$ cat src/logic/swp_pkg.sv
package swp_pkg;

  // ---------------------------------------------------------------
  // Timing
  // ---------------------------------------------------------------
  localparam int unsigned CLK_PERIOD_NS = 8;
  localparam int unsigned WDOG_TICK_US = 1000;
  localparam int unsigned WDOG_TICK_CYC = (WDOG_TICK_US * 1000) / CLK_PERIOD_NS;
  localparam int unsigned SLOW_OSC_HZ = 31250;
  localparam int unsigned SLOW_TICK_CYC = 125000000 / SLOW_OSC_HZ;
  localparam int unsigned STEP_CYC = 4;

  // ---------------------------------------------------------------
  // Widths and reset values
  // ---------------------------------------------------------------
  localparam int unsigned WDOG_W = 16;
  localparam int unsigned RTC_W = 64;
  localparam int unsigned MEM_WORDS = 32;
  localparam int unsigned MEM_AW = 5;
  localparam logic [WDOG_W-1:0] WDOG_TIMEOUT_RST = 16'hFFFF;
  localparam logic [RTC_W-1:0] RTC_INC_RST = 64'h0000_0000_0000_0001;
  localparam logic [3:0] SLEEP_CFG_RST = 4'h0;

  // ---------------------------------------------------------------
  // Types
  // ---------------------------------------------------------------
  typedef enum logic [2:0] {
    SWP_PWR_AWAKE,
    SWP_PWR_SLEEP_STEP1,
    SWP_PWR_SLEEP_STEP2,
    SWP_PWR_ASLEEP,
    SWP_PWR_WAKE_STEP1,
    SWP_PWR_WAKE_STEP2
  } swp_pwr_t;

  typedef struct packed {
    logic second_buck_supply_only;
    logic pulse_frequency_supply_mode;
    logic clock_mask;
    logic assert_reset;
  } swp_sleep_cfg_t;

  typedef struct packed {
    logic wake_pin_en;
    logic wake_pin_pol;
    logic wake_rtc_en;
    logic rtc_slow_en;
  } swp_wake_cfg_t;

endpackage

$ cat src/logic/swp_supervisor.sv
`timescale 1ns/10ps
`default_nettype none
// What this block does
// - Hold chip reset until all supplies good.
// - Supply drop forces reset, then cold restart.
// - External reset pin optional, idles high.
// - Sixteen-bit watchdog counting in milliseconds.
// - Watchdog timeout programmable 1 ms to 65 s.
// - Missed watchdog reload resets the chip.
// - Readable flag: last reset was watchdog.
// - Watchdog runs only in running state.
// - Sleep request starts run-to-quiescent transition.
// - Transitions step through intermediate states.
// - Pin or timer wake starts wake transition.
// - Wake stimuli ignored while running.
// - Wake during sleep entry held until asleep.
// - Wake pin polarity chosen by software.
// - Wake when 64-bit counter reaches target.
// - Counter ticks on main oscillator while running.
// - Counter may switch to slow oscillator asleep.
// - Slow ticks add programmed increment.
// - Asleep: node powered down, sleep logic alive.
// - 128-byte memory retained through sleep.
// - Supply loss during transition forces reset.
module swp_supervisor
  import swp_pkg::*;
(
  // Clock and reset
  input wire logic clk,
  input wire logic rst_b,
  // Supplies and external reset
  input wire logic [3:0] supply_good,
  input wire logic ext_rst_b,
  // Watchdog control
  input wire logic wdog_enable,
  input wire logic wdog_reload,
  input wire logic [WDOG_W-1:0] wdog_timeout,
  // Power mode control
  input wire logic sleep_req,
  input wire swp_sleep_cfg_t sleep_cfg,
  input wire swp_wake_cfg_t wake_cfg,
  input wire logic wake_pin,
  // Counter programming
  input wire logic osc_tick,
  input wire logic [RTC_W-1:0] rtc_wake_value,
  input wire logic [RTC_W-1:0] rtc_slow_inc,
  // Retained memory
  input wire logic mem_we,
  input wire logic [MEM_AW-1:0] mem_addr,
  input wire logic [31:0] mem_wdata,
  output logic [31:0] mem_rdata,
  // Status and power outputs
  output logic chip_rst_b,
  output logic wdog_reset_cause,
  output swp_pwr_t pwr_state,
  output logic node_power_en,
  output swp_sleep_cfg_t sleep_out,
  output logic [RTC_W-1:0] rtc_value
);

  // ---------------------------------------------------------------
  // State
  // ---------------------------------------------------------------
  typedef struct packed {
    swp_pwr_t pwr;
    logic [2:0] step;
    logic chip_rst_b;
    logic wdog_cause;
    logic wake_pend;
    logic slow_mode;
    logic [11:0] slow_cnt;
    logic [RTC_W-1:0] rtc;
    logic node_on;
    swp_sleep_cfg_t sleep_out;
    logic [31:0] rdata;
  } swp_st_t;

  swp_st_t st_q;
  swp_st_t st_d;
  logic [31:0] mem_q [MEM_WORDS];
  logic wdog_expire;
  logic supplies_ok;
  logic pin_wake;
  logic rtc_wake;
  logic wake_now;
  logic in_transit;

  function automatic logic is_transit(input swp_pwr_t s);
    return s != SWP_PWR_AWAKE && s != SWP_PWR_ASLEEP;
  endfunction

  assign supplies_ok = &supply_good;
  assign pin_wake = wake_cfg.wake_pin_en &&
                    (wake_pin == wake_cfg.wake_pin_pol);
  assign rtc_wake = wake_cfg.wake_rtc_en &&
                    (st_q.rtc >= rtc_wake_value);
  assign wake_now = pin_wake || rtc_wake;
  assign in_transit = is_transit(st_q.pwr);

  // ---------------------------------------------------------------
  // Watchdog
  // ---------------------------------------------------------------
  swp_wdog u_wdog (
    .clk(clk),
    .rst_b(rst_b),
    .run(st_q.pwr == SWP_PWR_AWAKE && st_q.chip_rst_b),
    .enable(wdog_enable && st_q.chip_rst_b),
    .reload(wdog_reload),
    .timeout(wdog_timeout),
    .expire(wdog_expire)
  );

  // ---------------------------------------------------------------
  // Next state
  // ---------------------------------------------------------------
  always_comb begin
    st_d = st_q;
    st_d.rdata = mem_q[mem_addr];
    // Counter advances on main ticks, or slow ticks when switched.
    if (st_q.slow_mode) begin
      if (st_q.slow_cnt == 12'(SLOW_TICK_CYC - 1)) begin
        st_d.slow_cnt = '0;
        st_d.rtc = st_q.rtc + rtc_slow_inc;
      end else begin
        st_d.slow_cnt = st_q.slow_cnt + 12'h001;
      end
    end else if (osc_tick) begin
      st_d.rtc = st_q.rtc + 64'h0000_0000_0000_0001;
    end
    if (in_transit && wake_now) begin
      st_d.wake_pend = 1'b1;
    end
    if (in_transit && st_q.step != 3'(STEP_CYC - 1)) begin
      st_d.step = st_q.step + 3'h1;
    end
    case (st_q.pwr)
      SWP_PWR_AWAKE: begin
        st_d.wake_pend = 1'b0;
        if (sleep_req) begin
          st_d.pwr = SWP_PWR_SLEEP_STEP1;
          st_d.step = '0;
        end
      end
      SWP_PWR_SLEEP_STEP1: begin
        if (st_q.step == 3'(STEP_CYC - 1)) begin
          st_d.pwr = SWP_PWR_SLEEP_STEP2;
          st_d.step = '0;
          st_d.sleep_out = sleep_cfg;
        end
      end
      SWP_PWR_SLEEP_STEP2: begin
        if (st_q.step == 3'(STEP_CYC - 1)) begin
          st_d.pwr = SWP_PWR_ASLEEP;
          st_d.node_on = 1'b0;
          st_d.slow_mode = wake_cfg.rtc_slow_en;
          st_d.slow_cnt = '0;
        end
      end
      SWP_PWR_ASLEEP: begin
        if (wake_now || st_q.wake_pend) begin
          st_d.pwr = SWP_PWR_WAKE_STEP1;
          st_d.step = '0;
          st_d.wake_pend = 1'b0;
          st_d.slow_mode = 1'b0;
          st_d.sleep_out = '0;
        end
      end
      SWP_PWR_WAKE_STEP1: begin
        if (st_q.step == 3'(STEP_CYC - 1)) begin
          st_d.pwr = SWP_PWR_WAKE_STEP2;
          st_d.step = '0;
          st_d.node_on = 1'b1;
        end
      end
      SWP_PWR_WAKE_STEP2: begin
        if (st_q.step == 3'(STEP_CYC - 1)) begin
          st_d.pwr = SWP_PWR_AWAKE;
        end
      end
      default: begin
        st_d.pwr = SWP_PWR_AWAKE;
      end
    endcase
    st_d.chip_rst_b = 1'b1;
    if (wdog_expire) begin
      st_d.chip_rst_b = 1'b0;
      st_d.wdog_cause = 1'b1;
    end
    if (!supplies_ok || !ext_rst_b) begin
      st_d.chip_rst_b = 1'b0;
      st_d.wdog_cause = 1'b0;
    end
    if (!st_d.chip_rst_b) begin
      // Cold-start everything except the retained memory, cause and counter.
      st_d.pwr = SWP_PWR_AWAKE;
      st_d.step = '0;
      st_d.wake_pend = 1'b0;
      st_d.slow_mode = 1'b0;
      st_d.node_on = 1'b1;
      st_d.sleep_out = '0;
    end
    if (!supplies_ok) begin
      st_d.rtc = '0;
    end
  end

  // ---------------------------------------------------------------
  // Registers
  // ---------------------------------------------------------------
  always_ff @(posedge clk or negedge rst_b) begin
    if (!rst_b) begin
      st_q <= '{pwr: SWP_PWR_AWAKE, node_on: 1'b1, default: '0};
    end else begin
      st_q <= st_d;
    end
  end

  // Retained memory: kept while asleep, no reset clears it.
  always_ff @(posedge clk) begin
    if (mem_we && st_q.pwr == SWP_PWR_AWAKE) begin
      mem_q[mem_addr] <= mem_wdata;
    end
  end

  assign chip_rst_b = st_q.chip_rst_b;
  assign wdog_reset_cause = st_q.wdog_cause;
  assign pwr_state = st_q.pwr;
  assign node_power_en = st_q.node_on;
  assign sleep_out = st_q.sleep_out;
  assign rtc_value = st_q.rtc;
  assign mem_rdata = st_q.rdata;

  // ---------------------------------------------------------------
  // Checks
  // ---------------------------------------------------------------
  supply_reset_a: assert property (@(posedge clk) disable iff (!rst_b)
    !supplies_ok |=> !chip_rst_b)
    else $error("Supply loss did not reset the chip.");

  transit_loss_a: assert property (@(posedge clk) disable iff (!rst_b)
    in_transit && !supplies_ok |=> pwr_state == SWP_PWR_AWAKE
      && !chip_rst_b)
    else $error("Supply loss in transition not handled.");

  wdog_reset_a: assert property (@(posedge clk) disable iff (!rst_b)
    wdog_expire && supplies_ok && ext_rst_b |=> !chip_rst_b
      && wdog_reset_cause)
    else $error("Watchdog expiry did not reset with cause.");

  sleep_start_a: assert property (@(posedge clk) disable iff (!rst_b)
    pwr_state == SWP_PWR_AWAKE && sleep_req && st_d.chip_rst_b
      |=> pwr_state == SWP_PWR_SLEEP_STEP1)
    else $error("Sleep request not taken.");

  sleep_steps_a: assert property (@(posedge clk)
    disable iff (!rst_b || !supplies_ok || !ext_rst_b)
    $rose(pwr_state == SWP_PWR_SLEEP_STEP1) && supplies_ok
      && ext_rst_b && !wdog_expire
      |-> (pwr_state == SWP_PWR_SLEEP_STEP1)[*4])
    else $error("Sleep entry skipped a step.");

  awake_ignore_a: assert property (@(posedge clk) disable iff (!rst_b)
    pwr_state == SWP_PWR_AWAKE && !sleep_req |=> pwr_state
      == SWP_PWR_AWAKE)
    else $error("Wake stimulus acted on while running.");

  held_wake_a: assert property (@(posedge clk) disable iff (!rst_b)
    pwr_state == SWP_PWR_ASLEEP && st_q.wake_pend && chip_rst_b
      && st_d.chip_rst_b |=> pwr_state == SWP_PWR_WAKE_STEP1)
    else $error("Held wake was lost.");

  rtc_main_a: assert property (@(posedge clk) disable iff (!rst_b)
    !st_q.slow_mode && osc_tick && supplies_ok |=> rtc_value
      == $past(rtc_value) + 64'h0000_0000_0000_0001)
    else $error("Counter missed a main tick.");

  asleep_node_a: assert property (@(posedge clk) disable iff (!rst_b)
    pwr_state == SWP_PWR_ASLEEP |-> !node_power_en)
    else $error("Node powered while asleep.");

  sleep_cycle_c: cover property (@(posedge clk) disable iff (!rst_b)
    pwr_state == SWP_PWR_ASLEEP ##[1:300] pwr_state == SWP_PWR_AWAKE);
  pend_wake_c: cover property (@(posedge clk) disable iff (!rst_b)
    in_transit && wake_now && pwr_state == SWP_PWR_SLEEP_STEP2);
  wdog_hit_c: cover property (@(posedge clk) disable iff (!rst_b)
    wdog_expire);

endmodule
`default_nettype wire

$ cat src/logic/swp_wdog.sv
`timescale 1ns/10ps
`default_nettype none
module swp_wdog
  import swp_pkg::*;
(
  // Clock and reset
  input wire logic clk,
  input wire logic rst_b,
  // Control
  input wire logic run,
  input wire logic enable,
  input wire logic reload,
  input wire logic [WDOG_W-1:0] timeout,
  // Status
  output logic expire
);

  typedef struct packed {
    logic [19:0] pre;
    logic [WDOG_W-1:0] ms;
    logic expire;
  } swp_wdog_st_t;

  swp_wdog_st_t st_q;
  swp_wdog_st_t st_d;

  always_comb begin
    st_d = st_q;
    st_d.expire = 1'b0;
    if (!enable || reload) begin
      st_d.pre = '0;
      st_d.ms = '0;
    end else if (run) begin
      if (st_q.pre == 20'(WDOG_TICK_CYC - 1)) begin
        st_d.pre = '0;
        st_d.ms = st_q.ms + 16'h0001;
        if (st_q.ms + 16'h0001 >= timeout) begin
          st_d.expire = 1'b1;
          st_d.ms = '0;
        end
      end else begin
        st_d.pre = st_q.pre + 20'h0_0001;
      end
    end
  end

  always_ff @(posedge clk or negedge rst_b) begin
    if (!rst_b) begin
      st_q <= '0;
    end else begin
      st_q <= st_d;
    end
  end

  assign expire = st_q.expire;

  hold_stop_a: assert property (@(posedge clk) disable iff (!rst_b)
    !run && enable && !reload |=> $stable(st_q.ms))
    else $error("Watchdog count moved outside running state.");

endmodule
`default_nettype wire

$ cat config.mk
export PLATFORM = sky130hd
export DESIGN_NAME = swp_supervisor
export DESIGN_NICKNAME = d
export VERILOG_FILES = /design/src/logic/swp_pkg.sv /design/src/logic/swp_supervisor.sv /design/src/logic/swp_wdog.sv
export SDC_FILE = /design/constraint.sdc
export NUM_CORES = 2
export LEC_CHECK = 0
export ABC_AREA = 0
export BUFFER_PORTS_ARGS = -buffer_cell sky130_fd_sc_hd__buf_4
export CORE_ASPECT_RATIO = 0.7
export CORE_MARGIN = 3
export CORE_UTILIZATION = 30
export DETAILED_ROUTE_END_ITERATION = 8
export GPL_TIMING_DRIVEN = 0
export SYNTH_ARGS = -nofsm -noshare
export SYNTH_HDL_FRONTEND = slang
export SYNTH_SLANG_ARGS = --single-unit
$ cat constraint.sdc
create_clock -name clk -period 8.1 [get_ports clk]
set_clock_uncertainty 0.15 [all_clocks]
set_input_delay 1.62 -clock clk [delete_from_list [all_inputs] [get_ports clk]]
set_output_delay 1.62 -clock clk [all_outputs]
set_load 0.05 [all_outputs]
After elaboration in Yosys (flattened, before gate mapping)
Memory sizes are Yosys's and may differ from the RTL's. A register that Yosys moved wholly into a read port is not among the register bits. Index checks and enable logic that the tools add are counted.

Word-level logic and storage cells: 115. Memories kept: 1. Memory bits (writable): 1024. Output and inout bits: 106. Flip-flop bits (word level): 128.

Memory list: mem_q (depth 32, bits a word 32, rd ports 1, clocked after Yosys merged registers in 1, wr ports 1, line swp_supervisor.sv:80) `logic [31:0] mem_q [MEM_WORDS];`.

Muxes and demuxes: 40. Eq/ne operators: 22. $lt $le $gt $ge: 2. $add $sub $neg: 6. Reduce and logical (&&, ||, !) cells: 28.

Operator list (count): $mux 64 (4); $add 64x1->64 const B (1); $add 64x64->64 (1); $ge 64x64->1 (1); $mux 37 (1); $mux 12 (3); $mux 36 (1); $mux 17 (2); $mux 6 (5); $ne 3x3->1 const B (7); $add 20x1->20 const B (1); $eq 20x17->1 const B (1); $mux 20 (1); $pmux 3 s6 (1); $add 16x1->16 const B (1); $ge 16x16->1 (1); $mux 13 (1); $add 12x1->12 const B (1); $eq 12x12->1 const B (1); $pmux 3 s4 (1); $eq 3x2->1 const B (3); $mux 3 (3); $ne 3x1->1 const B (3); $ne 3x2->1 const B (3); other kinds (20) (50).

Logic depth before layout (Yosys ltp)
Depth after elaboration: 8. Depth in mapped cells: 16. Mapped depth without buffers: 13.

Cells and area by module
From an unflattened synthesis, not the netlist that was laid out.

Cell total of the unflattened synthesis: 3306. Area total of the unflattened synthesis: 52366.5 µm².

By module, submodules not included: swp_supervisor (cells each 3001, instances 1, area each 49713.9 µm²); swp_wdog (cells each 305, instances 1, area each 2652.5 µm²).

Worst setup path before layout
OpenSTA, ideal clock, no wires.

Kind: input to register. Start point: input port mem_addr[0]. End point: memory mem_q[11][0] (enable). Data required time: 7.529 ns. Arrival: 4.361 ns. Stages: 5. Path slack: 3.168 ns. Buffers on the path: 3. Path through: clkbuf_1 > clkbuf_1 > buf_1 > nand4_1 > nor2_1.

RTL lines: start, declared (line swp_supervisor.sv:49) `input wire logic [MEM_AW-1:0] mem_addr,`; end, declared (line swp_supervisor.sv:80).

Straight into the memory's write port.

Worst setup path in the final report
Start point: input port mem_addr[1]. End point: memory mem_q[31][21] (enable).

Straight into the memory's write port.

==> metrics <==
outcome complete, but fails checks; violated checks max-capacitance violations, max-slew violations; number of cell instances on the worst register-to-register path 16; Std-Cell Rows 127; flop-to-flop setup slack 2.46 ns; number of cells traversed by the worst hold path 2; gate count after technology mapping 3255; detailed-route vias per instance 5.214; die span in y 354.4 um; area enclosed by the die boundary 178500 um^2; Reg clk slew, reported paths 0.06 ns; count of routing violations after the opening detailed-route iteration 3967; ANT nets after route 0; largest net degree at the start of global routing 103; kind of start point of the critical path input port; fraction of final layout cells sized beyond drive strength 1 25.18%; total of max-cap violations 2; vias in the first global route 31060; portion of total power attributed to the clock network 41.6%; GRT Total Usage 17.55%; number of buffers inserted by port buffering 305; sum of negative setup slack 0 ns; kind of critical path input port to flip-flop; Setup crit end kind flip-flop; highest achievable clock rate 0.1693 GHz; CTS HTree Levels 3; grt total ovfl 0; relative slew slack -3.447%; final worst-path cycle share 72.90%; wirelength, routed 160500 um; Synth Flop Type sky130_fd_sc_hd__edfxtp_1; first-pass GRT wire length 228300 um; quantity of hold-fixing buffers added after cts 0; area inside the core boundary 171800 um^2; total power per unit cell area 207.9 nW/um^2; distinct cell type count after synthesis 88; synthesized area per cell 15.98 um^2; netlist area before placement 52020 um^2; Seq/Total Area, Yosys 66.81%; Hold Path Origin u_wdog.st_q[16]; end of the worst register-to-register path rtc_value[62]; proportion of synthesized flip-flops having asynchronous set or reset 13.51%; met2 wire len 69440 um; setup violation total in the final timing report 0; Crit path required time 8.39 ns; starting density of the core 30.29%; master cell of the clock root buffer sky130_fd_sc_hd__clkbuf_16; leak pwr 0.02231 uW; placer's final routability congestion estimate 0.9192; iteration count of the initial detailed-routing pass 6; sequential share of power 52.0%; worst skew pair latency 0.80 ns; number of synthesized flops with an enable pin 1024; endpoint with the worst hold slack u_wdog.st_q[16]; detailed-routing wirelength on met1 68600 um; DRC errors left 0; Arrival @ worst endpoint 6.20 ns; antenna violations before repair 14; count of boundary I/O pins 308; gate family responsible for the most delay along the worst path buffers and inverters; clock net sink count 1184; cell internal pwr 9901 uW; area grow syn2layout 19.18%; number of setup buffers added after CTS 0; TritonCTS Buffers 115; net count of the finished layout 4065; worst hold slack after final layout 0.3434 ns; Crit Path Max Fanout 17; net switching power 2988 uW; switching share of total power 23.18%; die outline width 503.7 um; number of buffers and inverters on the critical path 4; Top cell by count, worst path sky130_fd_sc_hd__clkbuf_1; met3 WL post-DR 18440 um; Comb pwr share 6.3%; number of cells upsized or downsized after cts 0; max layer used met5; count of synthesis-stage warnings from yosys 0; path class of the lowest-slack min-delay path flip-flop to flip-flop; highest ir drop seen on vdd 0.0001856 V; clock tree from TritonCTS yes; Avg WL per Cell 26.14 um; net count after synthesis 3606; max incr delay on CP 1.21 ns; post-detail-place hpwl 107900 um; time the worst path needs with I/O delays and setup 5.905 ns; synthesis-stage register bit count 1184; Pins Over Slew Limit 17; actual slew at the worst max-slew pin 1.548 ns; Power Total 12890 uW; RSZ-0062 raised after global routing no; hold violation count in the final report 0; Critical-path top delay cell sky130_fd_sc_hd__nor2_4; via count 32000; maximum buffer depth of the clock tree 3; cells traversed along the worst timing path clkbuf_1 -> clkbuf_1 -> buf_1 -> nand4_1 -> nor2_4 -> buf_12; Worst R2R Start st_q[113]
-- stage by stage --
step | cells | cell area, um^2 | util (%) | setup slack (ns)
2_1_floorplan | 3255 | 52020 | - | 3.168
3_3_place_gp | 5882 | 57220 | 33.31 | -0.7265
3_5_place_dp | 5917 | 58210 | 33.89 | 1.563
4_1_cts | 6132 | 61960 | 36.07 | 2.352
5_1_grt | 6136 | 61990 | 36.09 | 2.168
6_report | 6138 | 62000 | 36.09 | 2.195
-- placed cells by master (no fill, tap or decap), drive strengths merged, types with 50 or more instances in the layout --
master  synthesis  routed
edfxtp       1024    1024
buf           132     471
clkbuf        128     278
mux4          256     256
nand2         179     179
dfrtp         159     159
ha            148     148
nor2          147     147
a22oi         130     130
a21oi         122     122
inv           112     116
o21ai         103     103
nand4          82      82
a21o           72      72
and2           68      68
clkinv          0      54
nand3          50      50
-- tightest hold or removal path, delay by kind of cell (launching register included) --
family        cells  cell delay, ns
flops             1            0.36
simple gates      2            0.10
-- final cells by class --
| class | count | area [um^2] |
|---|---|---|
| antenna | 4 | 10.01 |
| fill | 16190 | 109800 |
| clock inverter | 68 | 620.6 |
| multi-input combinational | 1697 | 15640 |
| sequential | 1184 | 34750 |
| inverter | 112 | 420.4 |
| clock buffer | 147 | 3138 |
| buffer | 262 | 1465 |
| tap | 2322 | 2905 |
| timing repair buffer | 342 | 3047 |
-- how the worst max path moves through the flow --
stage          slack (ns)         from  cells after the start            end
3_5_place_dp         1.56  mem_addr[1]                      6  mem_q[31][15]
6_report             2.19  mem_addr[1]                      6  mem_q[31][21]
3_3_place_gp        -0.73  mem_addr[1]                      5   mem_q[3][21]
2_1_floorplan        3.17  mem_addr[0]                      5   mem_q[11][0]
5_1_grt              2.17  mem_addr[1]                      6  mem_q[31][25]
4_1_cts              2.35  mem_addr[1]                      6  mem_q[31][25]
-- power groups by stage --
stage | Sequential, uW | Combinational, uW | Clock (uW)
2_1_floorplan | 6830 | 407 | 0
3_3_place_gp | 6840 | 791 | 0
3_5_place_dp | 6840 | 822 | 0
4_1_cts | 6710 | 824 | 5460
5_1_grt | 6710 | 868 | 5710
6_report | 6710 | 817 | 5360
-- cells by family (layout without fill, tap and decap cells) --
group	count (synthesis)	in the layout	share of synthesized area, %
AO/OA/AOI/OAI	555	555	7.160
multiplexers	269	269	11.33
other	0	4	0
buffers and inverters	374	931	3.608
flip-flops	1184	1184	66.81
adder cells (fa/ha/maj)	149	149	3.598
AND/OR/NAND/NOR	642	642	6.116
XOR/XNOR	82	82	1.381
-- Yosys cell counts, types with 3 or more instances --
cell type	instances	share of area [%]
sky130_fd_sc_hd__edfxtp_1	1024	59
sky130_fd_sc_hd__a21boi_0	9	0.13
sky130_fd_sc_hd__or2_2	8	0.096
sky130_fd_sc_hd__nand2b_1	10	0.12
sky130_fd_sc_hd__clkbuf_8	6	0.16
sky130_fd_sc_hd__nand4b_1	6	0.10
sky130_fd_sc_hd__inv_1	112	0.81
sky130_fd_sc_hd__a211oi_1	23	0.33
sky130_fd_sc_hd__o21ai_0	103	0.99
sky130_fd_sc_hd__nand4_1	81	0.97
sky130_fd_sc_hd__buf_1	26	0.19
sky130_fd_sc_hd__nand3b_1	3	0.043
sky130_fd_sc_hd__a2111oi_0	3	0.051
sky130_fd_sc_hd__and2_1	68	0.82
sky130_fd_sc_hd__o211ai_1	6	0.087
sky130_fd_sc_hd__and3_1	25	0.30
sky130_fd_sc_hd__a21oi_1	121	1.2
sky130_fd_sc_hd__mux4_2	256	11
sky130_fd_sc_hd__ha_1	148	3.6
sky130_fd_sc_hd__nor3_1	28	0.27
sky130_fd_sc_hd__clkbuf_1	120	0.87
sky130_fd_sc_hd__nand3_1	49	0.47
sky130_fd_sc_hd__or3_1	10	0.12
sky130_fd_sc_hd__xor2_1	36	0.61
sky130_fd_sc_hd__a21o_1	70	1.0
sky130_fd_sc_hd__dfrtp_1	159	7.6
sky130_fd_sc_hd__nor2_1	147	1.1
sky130_fd_sc_hd__nor4_1	3	0.036
sky130_fd_sc_hd__a22o_1	6	0.10
sky130_fd_sc_hd__a22oi_1	130	1.9
sky130_fd_sc_hd__a31oi_1	14	0.17
sky130_fd_sc_hd__buf_4	103	1.5
sky130_fd_sc_hd__a41oi_1	11	0.19
sky130_fd_sc_hd__nand2_1	179	1.3
sky130_fd_sc_hd__mux2i_1	13	0.25
sky130_fd_sc_hd__o21bai_1	8	0.12
sky130_fd_sc_hd__o31ai_1	6	0.087
sky130_fd_sc_hd__o21a_1	6	0.087
sky130_fd_sc_hd__nor2b_1	8	0.096
sky130_fd_sc_hd__xnor2_1	46	0.77
-- registers in the layout, indices dropped and copies added (netlist names) --
register	count
chip_rst_b	1
u_wdog.expire	1
mem_q	1024
u_wdog.st_q	36
sleep_out	4
pwr_state	3
wdog_reset_cause	1
st_q	17
mem_rdata	32
node_power_en	1
rtc_value	64
-- per-layer routing --
layer	track usage, %	up-vias
met3	5.541	241
met4	4.545	4
met1	25.29	16420
li1	-	13640
met5	0	-
met2	25.50	1703
Power figures use the tool's default switching activity.
